### src/logic/cktm_pkg.sv
package cktm_pkg;

  // ------------------------------------------------------------
  // bus geometry
  // ------------------------------------------------------------
  localparam int unsigned ADDR_W = 10;   // byte address, word index in [9:2]
  localparam int unsigned DATA_W = 32;
  localparam int unsigned IDX_W  = 8;
  localparam int unsigned IDX_LO = 2;    // byte address = 4 * index

  // register indices (byte address is four times the index)
  localparam logic [IDX_W-1:0] IDX_TAP_VALUE = 8'he4;
  localparam logic [IDX_W-1:0] IDX_ENABLES   = 8'heb;
  localparam logic [IDX_W-1:0] IDX_FLAGS     = 8'hef;
  localparam logic [IDX_W-1:0] IDX_RESTART   = 8'hf9;

  // ------------------------------------------------------------
  // divider chain layout
  // ------------------------------------------------------------
  localparam int unsigned DIV_W   = 7;   // stage k runs at 128 Hz >> k
  localparam int unsigned TAP_LO  = 3;   // 16 Hz stage
  localparam int unsigned TAP_HI  = 6;   // 2 Hz stage
  localparam int unsigned TAP_W   = 4;
  localparam int unsigned STG_32  = 2;
  localparam int unsigned STG_8   = 4;
  localparam int unsigned STG_2   = 6;

  // event / enable field positions
  localparam int unsigned SRC_N   = 3;
  localparam int unsigned BIT_32  = 0;
  localparam int unsigned BIT_8   = 1;
  localparam int unsigned BIT_2   = 2;
  localparam int unsigned BIT_RST = 2;   // restart strobe position

  // reset values
  localparam logic [DIV_W-1:0]  DIV_RST   = 7'h00;
  localparam logic [SRC_N-1:0]  SRC_RST   = 3'h0;
  localparam logic [DATA_W-1:0] DATA_ZERO = 32'h0000_0000;

  // bus handshake states, one-hot
  typedef enum logic [1:0] {
    BUS_IDLE = 2'b01,
    BUS_ACK  = 2'b10
  } cktm_bus_e;

endpackage

### src/logic/cktm_div_if.sv
`timescale 1ns/1ps
`default_nettype none

// ------------------------------------------------------------
// link between register front end and divider chain
// ------------------------------------------------------------
interface cktm_div_if;
  logic                       tick;     // 256 Hz enable, one cycle
  logic                       restart;  // clear chain, one cycle
  logic [cktm_pkg::DIV_W-1:0] taps;     // all seven stages
  logic                       fall_32;
  logic                       fall_8;
  logic                       fall_2;

  modport div (input tick, input restart, output taps, output fall_32, output fall_8,
               output fall_2);
  modport ctl (output tick, output restart, input taps, input fall_32, input fall_8,
               input fall_2);
endinterface

`default_nettype wire

### src/logic/cktm_clock_timer.sv
`timescale 1ns/1ps
`default_nettype none

module cktm_clock_timer #(
  parameter int unsigned ADDR_W = cktm_pkg::ADDR_W,
  parameter int unsigned DATA_W = cktm_pkg::DATA_W
) (
  input  wire logic              core_clk,
  input  wire logic              rst_n,
  input  wire logic              tick_256hz,
  input  wire logic [ADDR_W-1:0] avs_address,
  input  wire logic              avs_read,
  input  wire logic              avs_write,
  input  wire logic [DATA_W-1:0] avs_writedata,
  input  wire logic [3:0]        avs_byteenable,
  output logic      [DATA_W-1:0] avs_readdata,
  output logic                   avs_waitrequest,
  output logic                   timer_irq
);

  // ------------------------------------------------------------
  // divider chain
  // ------------------------------------------------------------
  cktm_div_if dv ();

  cktm_divider #(
    .WIDTH (cktm_pkg::DIV_W)
  ) u_divider (
    .core_clk (core_clk),
    .rst_n    (rst_n),
    .dv       (dv)
  );

  // tick comes from the oscillator divider on this clock, so no resync
  assign dv.tick = tick_256hz;

  // ------------------------------------------------------------
  // state
  // ------------------------------------------------------------
  cktm_pkg::cktm_bus_e           bus_q;
  cktm_pkg::cktm_bus_e           bus_d;
  logic                          wait_q;
  logic                          wait_d;
  logic [DATA_W-1:0]             rdata_q;
  logic [DATA_W-1:0]             rdata_d;
  logic [cktm_pkg::SRC_N-1:0]    mask_q;
  logic [cktm_pkg::SRC_N-1:0]    mask_d;
  logic [cktm_pkg::SRC_N-1:0]    flag_q;
  logic [cktm_pkg::SRC_N-1:0]    flag_d;
  logic                          restart_q;
  logic                          restart_d;
  logic                          irq_q;
  logic                          irq_d;

  // decode helpers
  logic [cktm_pkg::IDX_W-1:0]    idx;
  logic                          req;
  logic                          done;
  logic                          lane0;
  logic [cktm_pkg::SRC_N-1:0]    fall_vec;
  logic [cktm_pkg::SRC_N-1:0]    rd_clear;

  assign idx   = avs_address[cktm_pkg::IDX_LO +: cktm_pkg::IDX_W];
  assign req   = avs_read | avs_write;
  // the transfer completes at the edge where waitrequest is seen low
  assign done  = req & ~wait_q;
  assign lane0 = avs_byteenable[0];

  assign fall_vec[cktm_pkg::BIT_32] = dv.fall_32;
  assign fall_vec[cktm_pkg::BIT_8]  = dv.fall_8;
  assign fall_vec[cktm_pkg::BIT_2]  = dv.fall_2;

  // ------------------------------------------------------------
  // bus handshake: one wait cycle, then a one-cycle answer
  // ------------------------------------------------------------
  // read data is captured on the first edge so it stands during the answer
  always_comb begin
    bus_d   = bus_q;
    wait_d  = 1'b1;
    rdata_d = rdata_q;
    case (bus_q)
      cktm_pkg::BUS_IDLE: begin
        if (req) begin
          bus_d  = cktm_pkg::BUS_ACK;
          wait_d = 1'b0;
          rdata_d = cktm_pkg::DATA_ZERO;
          if (avs_read) begin
            if (idx == cktm_pkg::IDX_TAP_VALUE) begin
              rdata_d[cktm_pkg::TAP_W-1:0] = dv.taps[cktm_pkg::TAP_HI:cktm_pkg::TAP_LO];
            end else if (idx == cktm_pkg::IDX_ENABLES) begin
              rdata_d[cktm_pkg::SRC_N-1:0] = mask_q;
            end else if (idx == cktm_pkg::IDX_FLAGS) begin
              rdata_d[cktm_pkg::SRC_N-1:0] = flag_q;
            end else begin
              rdata_d = cktm_pkg::DATA_ZERO; // strobe and unmapped read zero
            end
          end
        end
      end
      cktm_pkg::BUS_ACK: begin
        bus_d  = cktm_pkg::BUS_IDLE;
        wait_d = 1'b1;
      end
      default: begin
        bus_d  = cktm_pkg::BUS_IDLE;
        wait_d = 1'b1;
      end
    endcase
  end

  always_ff @(posedge core_clk) begin
    if (!rst_n) begin
      bus_q   <= cktm_pkg::BUS_IDLE;
      wait_q  <= 1'b1;
      rdata_q <= cktm_pkg::DATA_ZERO;
    end else begin
      bus_q   <= bus_d;
      wait_q  <= wait_d;
      rdata_q <= rdata_d;
    end
  end

  // ------------------------------------------------------------
  // enables, flags, restart strobe, request
  // ------------------------------------------------------------
  // a read clears exactly what it returned, so a flag raised after the
  // capture edge survives; a new edge in the clear cycle also wins
  always_comb begin
    mask_d    = mask_q;
    restart_d = 1'b0;
    rd_clear  = '0;
    if (done && avs_write && lane0) begin
      if (idx == cktm_pkg::IDX_ENABLES) begin
        mask_d = avs_writedata[cktm_pkg::SRC_N-1:0];
      end else if (idx == cktm_pkg::IDX_RESTART) begin
        restart_d = avs_writedata[cktm_pkg::BIT_RST];
      end
      // tap value and flag writes fall through untouched
    end
    if (done && avs_read && (idx == cktm_pkg::IDX_FLAGS)) begin
      rd_clear = rdata_q[cktm_pkg::SRC_N-1:0];
    end
    flag_d = (flag_q & ~rd_clear) | fall_vec;
    irq_d  = |(flag_q & mask_q);
  end

  always_ff @(posedge core_clk) begin
    if (!rst_n) begin
      mask_q    <= cktm_pkg::SRC_RST;
      flag_q    <= cktm_pkg::SRC_RST;
      restart_q <= 1'b0;
      irq_q     <= 1'b0;
    end else begin
      mask_q    <= mask_d;
      flag_q    <= flag_d;
      restart_q <= restart_d;
      irq_q     <= irq_d;
    end
  end

  assign dv.restart      = restart_q;
  assign avs_readdata    = rdata_q;
  assign avs_waitrequest = wait_q;
  assign timer_irq       = irq_q;
endmodule

`default_nettype wire

### src/logic/cktm_divider.sv
`timescale 1ns/1ps
`default_nettype none

module cktm_divider #(
  parameter int unsigned WIDTH = cktm_pkg::DIV_W
) (
  input  wire logic core_clk,
  input  wire logic rst_n,
  cktm_div_if.div   dv
);

  // ------------------------------------------------------------
  // counter and previous-stage copy
  // ------------------------------------------------------------
  logic [WIDTH-1:0] count_q;
  logic [WIDTH-1:0] count_d;
  logic [WIDTH-1:0] prev_q;
  logic [WIDTH-1:0] prev_d;

  // restart beats the tick so the chain always starts from zero
  always_comb begin
    count_d = count_q;
    if (dv.restart) begin
      count_d = cktm_pkg::DIV_RST;
    end else if (dv.tick) begin
      count_d = count_q + {{(WIDTH-1){1'b0}}, 1'b1};
    end
    prev_d = count_q;
  end

  always_ff @(posedge core_clk) begin
    if (!rst_n) begin
      count_q <= cktm_pkg::DIV_RST;
      prev_q  <= cktm_pkg::DIV_RST;
    end else begin
      count_q <= count_d;
      prev_q  <= prev_d;
    end
  end

  // falling edge = high last cycle, low now
  assign dv.taps    = count_q;
  assign dv.fall_32 = prev_q[cktm_pkg::STG_32] & ~count_q[cktm_pkg::STG_32];
  assign dv.fall_8  = prev_q[cktm_pkg::STG_8]  & ~count_q[cktm_pkg::STG_8];
  assign dv.fall_2  = prev_q[cktm_pkg::STG_2]  & ~count_q[cktm_pkg::STG_2];
endmodule

`default_nettype wire

### config.mk
export PLATFORM = sky130hd
export DESIGN_NAME = cktm_clock_timer
export DESIGN_NICKNAME = d
export VERILOG_FILES = /design/src/logic/cktm_pkg.sv /design/src/logic/cktm_div_if.sv /design/src/logic/cktm_clock_timer.sv /design/src/logic/cktm_divider.sv
export SDC_FILE = /design/constraint.sdc
export NUM_CORES = 1
export LEC_CHECK = 0
export BUFFER_PORTS_ARGS = -buffer_cell sky130_fd_sc_hd__buf_4
export CAP_MARGIN = 0
export CELL_PAD_IN_SITES_DETAIL_PLACEMENT = 0
export CELL_PAD_IN_SITES_GLOBAL_PLACEMENT = 1
export CORE_AREA = 4 4 76 78
export DETAILED_ROUTE_END_ITERATION = 8
export DIE_AREA = 0 0 80 82
export PLACE_DENSITY = 0.71
export SYNTH_ARGS = -nofsm -noshare
export SYNTH_HDL_FRONTEND = slang
export SYNTH_SLANG_ARGS = --single-unit
### constraint.sdc
create_clock -name core_clk -period 1.4 [get_ports core_clk]
set_clock_uncertainty 0.15 [all_clocks]
set_input_delay 0.07 -clock core_clk [delete_from_list [all_inputs] [get_ports core_clk]]
set_output_delay 0.07 -clock core_clk [all_outputs]
set_load 0.1 [all_outputs]
==> summary.md <==
| Metric | Value |
|---|---|
| Vias in the first global route | `a little over 1000` |
| Top sig layer | `met4` |
| Worst path arrival time | `1.31 ns` |
| Placed cell area | `between 1500 and 2000 sq um` |
| Initial antenna violation count | `0` |
| Ys async rst share | `0%` |
| Syn Inst Count | `140` |
| Most frequent cell after synthesis | `buf_4` |
| Max VDD drop | `roughly 0.42 mV` |
| Setup Buffers After CTS | `0` |
| Post-Syn Area | `1290 sq um` |
| Power density cells | `roughly 1000 nW/um^2` |
| Dpl ws | `-0.184 ns` |
| TritonCTS clock tree | `built` |
| Status | `finished clean` |
| Internal power | `just over 1 mW` |
| Final Util | `about a third` |
| # diodes | `0` |
| Antenna-violating nets left | `0` |
| PnR worst setup slack | `about 0.099 ns` |
| Fin crit period | `between 1 and 1.5 ns` |
| End point of the worst hold path | `flag_q[1]$_SDFF_PN0_` |
| Grt ovf | `0` |
| R2r startpoint | `avs_waitrequest$_SDFF_PN1_` |
| Wl on met1 | `1250 um` |
| Final setup fails | `0` |
| Power share of the sequential group | `between 40% and 50%` |
| IO Port Bufs | `22` |
| Sequential element share of the synthesized area | `just under 40%` |
| # Max-Cap Violations | `0` |
| Final Wtd Congestion | `around 0.79` |
| Die area | `roughly 6600 sq um` |
| Commonest cells post-synth | `buf_4, dfxtp_1, a21oi_1` |
| CTS clk-pin slew, worst paths | `approximately 0.080 ns` |
| Hold path cells | `4` |
| Comb pwr share | `31.2%` |
| Initial Util | `about a quarter` |
| Synth cell types | `32` |
| Final net count | `roughly 240` |
| Placeable Area | `5070 sq um` |
| #FFs+latches synth | `25` |
| Avg Vias per Cell | `between 4 and 5` |
| Clock Tree Root | `clkbuf_8` |
| Max frequency | `769 MHz` |
| Wirelength, routed | `around 3000 um` |
| Switching share of total power | `38.4%` |
| Global-route wire length before repair | `4810 um` |
| Top cell type by total area after synthesis | `dfxtp_1` |
| HP Class | `in -> reg` |
| Routed len/inst | `approximately 12 um` |
| RSZ-0062 raised after global routing | `false` |
| DP HPWL | `roughly 2300 um` |
| Ports | `85` |
| Commonest register cell after synthesis | `dfxtp_1` |
| Count of pins over their slew limit | `0` |
| Total GRT Usage | `a little under a tenth` |
| DR iter-0 viols | `a little under 60` |
| DR pass1 iterations | `5` |
| Type of origin of the critical path | `input pin` |
| YS warnings | `0` |
| Worst setup EP type | `flip-flop` |
| Crit share post-route | `92.9%` |
| H-tree depth | `1` |
| Die height | `82 um` |
| Hold wc startpoint | `avs_read` |
| Clk sinks | `25` |
| Crit Path Class | `in -> reg` |
| Clock power share | `around a quarter` |
| Max FO, Critical Path | `5` |
| Leakage | `just under 0.7 nW` |
| Die Wd | `80 um` |
| Top post-synthesis cells by area | `dfxtp_1, buf_4, a21oi_1` |
| Design Area, Final | `approximately 1700 sq um` |
| TritonCTS buffer count | `3` |
| Final Hold Fails | `0` |
| R2R setup slack | `0.1 ns` |
| Largest net degree at the start of global routing | `14` |
| Fillers | `560` |
| CP Data Required Time | `1.41 ns` |
| Share of the synthesized area in the top cell type | `between 30 and 40%` |
| Met2 WL | `approximately 1500 um` |
| Net Switching | `roughly 640 uW` |
| # rows | `26` |
| Met3 wire length | `between 150 and 200 um` |
| Vias | `1077` |
| Reg2reg path depth | `4` |
| Mapped Avg Cell Area | `slightly above 9 sq um` |
| Latest clock arrival within the worst-skew pair | `~0.26 ns` |
| Area delta synth->final | `31.7%` |
| Worst r2r dst | `mask_q[2]$_SDFFE_PN0P_` |
| Layout cell share with drive strength beyond 1 | `about 26%` |
| Clock Path Buffers | `2` |
| Drt drc | `0` |
| EDFF count, synth | `0` |
-- registers in the layout (all words and copies together), names as in the netlist --
name	flops
timer_irq	1
avs_waitrequest	1
bus_q	2
mask_q	3
flag_q	3
avs_readdata	4
u_divider.dv.taps	7
u_divider.prev_q	3
dv.restart	1
-- cell usage in the layout, fill, tap and decap left out, types with 4 or more instances in the layout --
master / n
nand4b_1: 4
nor2_1: 8
conb_1: 28
nand4_1: 7
a21oi_1: 9
mux2i_1: 4
buf_4: 32
or3_1: 5
nand2b_1: 5
a32o_1: 4
o21ai_0: 4
nand2_1: 4
o31ai_1: 6
dlygate4sd3_1: 12
dfxtp_2: 5
dfxtp_1: 19
-- worst max path at each step --
stage / from / endpoint / slack [ns] / depth (start not counted)
after floorplan: avs_address[4] / avs_readdata[0]$_SDFFE_PN0P_ / -0.07 / 4
after global placement: avs_address[2] / avs_readdata[1]$_SDFFE_PN0P_ / -0.18 / 4
after detailed placement: avs_address[2] / avs_readdata[0]$_SDFFE_PN0P_ / -0.18 / 4
after CTS: u_divider.dv.taps[1]$_SDFFE_PP0P_ / u_divider.dv.taps[6]$_SDFFE_PP0P_ / 0.02 / 4
after global routing: u_divider.dv.taps[1]$_SDFFE_PP0P_ / u_divider.dv.taps[6]$_SDFFE_PP0P_ / 0.01 / 4
final: avs_address[2] / avs_readdata[1]$_SDFFE_PN0P_ / 0.1 / 4
-- area by class of cell --
class	count	area, sq um	area share [%]
multi-input combinational	109	684	40.3
tap	70	87.6	5.15
sequential	25	510	30.0
inverter	3	11.3	0.663
timing repair buffer	44	360	21.2
clock buffer	4	45.0	2.65
-- routing by layer --
metal | vias to the layer above | track usage, %
met1 | 497 | 11.3
met4 | 0 | 1.69
met3 | 4 | 2.74
li1 | 541 | -
met5 | - | 0
met2 | 35 | 15.8
-- stage by stage --
stage / power [mW] / setup TNS [ns] / hold slack (ns) / cells
2_1_floorplan: 1.22 / -0.173 / -0.00361 / 167
3_3_place_gp: 1.24 / -0.519 / 0.202 / 239
3_5_place_dp: 1.24 / -0.514 / 0.205 / 239
4_1_cts: 1.68 / 0 / 0.0767 / 255
5_1_grt: 1.74 / 0 / 0.120 / 255
6_report: 1.68 / 0 / 0.0887 / 255
-- power groups by stage --
stage / clock (mW) / combinational, mW / sequential (mW)
detailed placement: 0 / 0.487 / 0.752
finish: 0.416 / 0.523 / 0.737
floorplan: 0 / 0.446 / 0.772
CTS: 0.433 / 0.514 / 0.736
global placement: 0 / 0.486 / 0.752
global route: 0.459 / 0.546 / 0.738
-- what timing repair did --
action / in CTS / in global routing
endpoints found under the setup margin: 0 / 8
hold endpoints to repair: 9 / 0
hold buffers: 12 / 0
gates resized for setup: 0 / 7
-- cell families (layout without fill, tap and decap cells) --
group	after synthesis	in the layout	synth area share (%)
AO/OA/AOI/OAI	25	25	12.8
XOR/XNOR	4	4	2.72
adder cells (fa/ha/maj)	1	1	0.970
buffers and inverters	33	51	18.3
flip-flops	25	25	38.8
multiplexers	4	4	3.10
other	1	28	0.291
AND/OR/NAND/NOR	47	47	23.0
-- worst max-delay path, stage by stage --
cell and delay (ns):
buf_4 0.12, or4b_4 0.55, or3_1 0.32, a32o_1 0.25
Power figures use the tool's default switching activity.
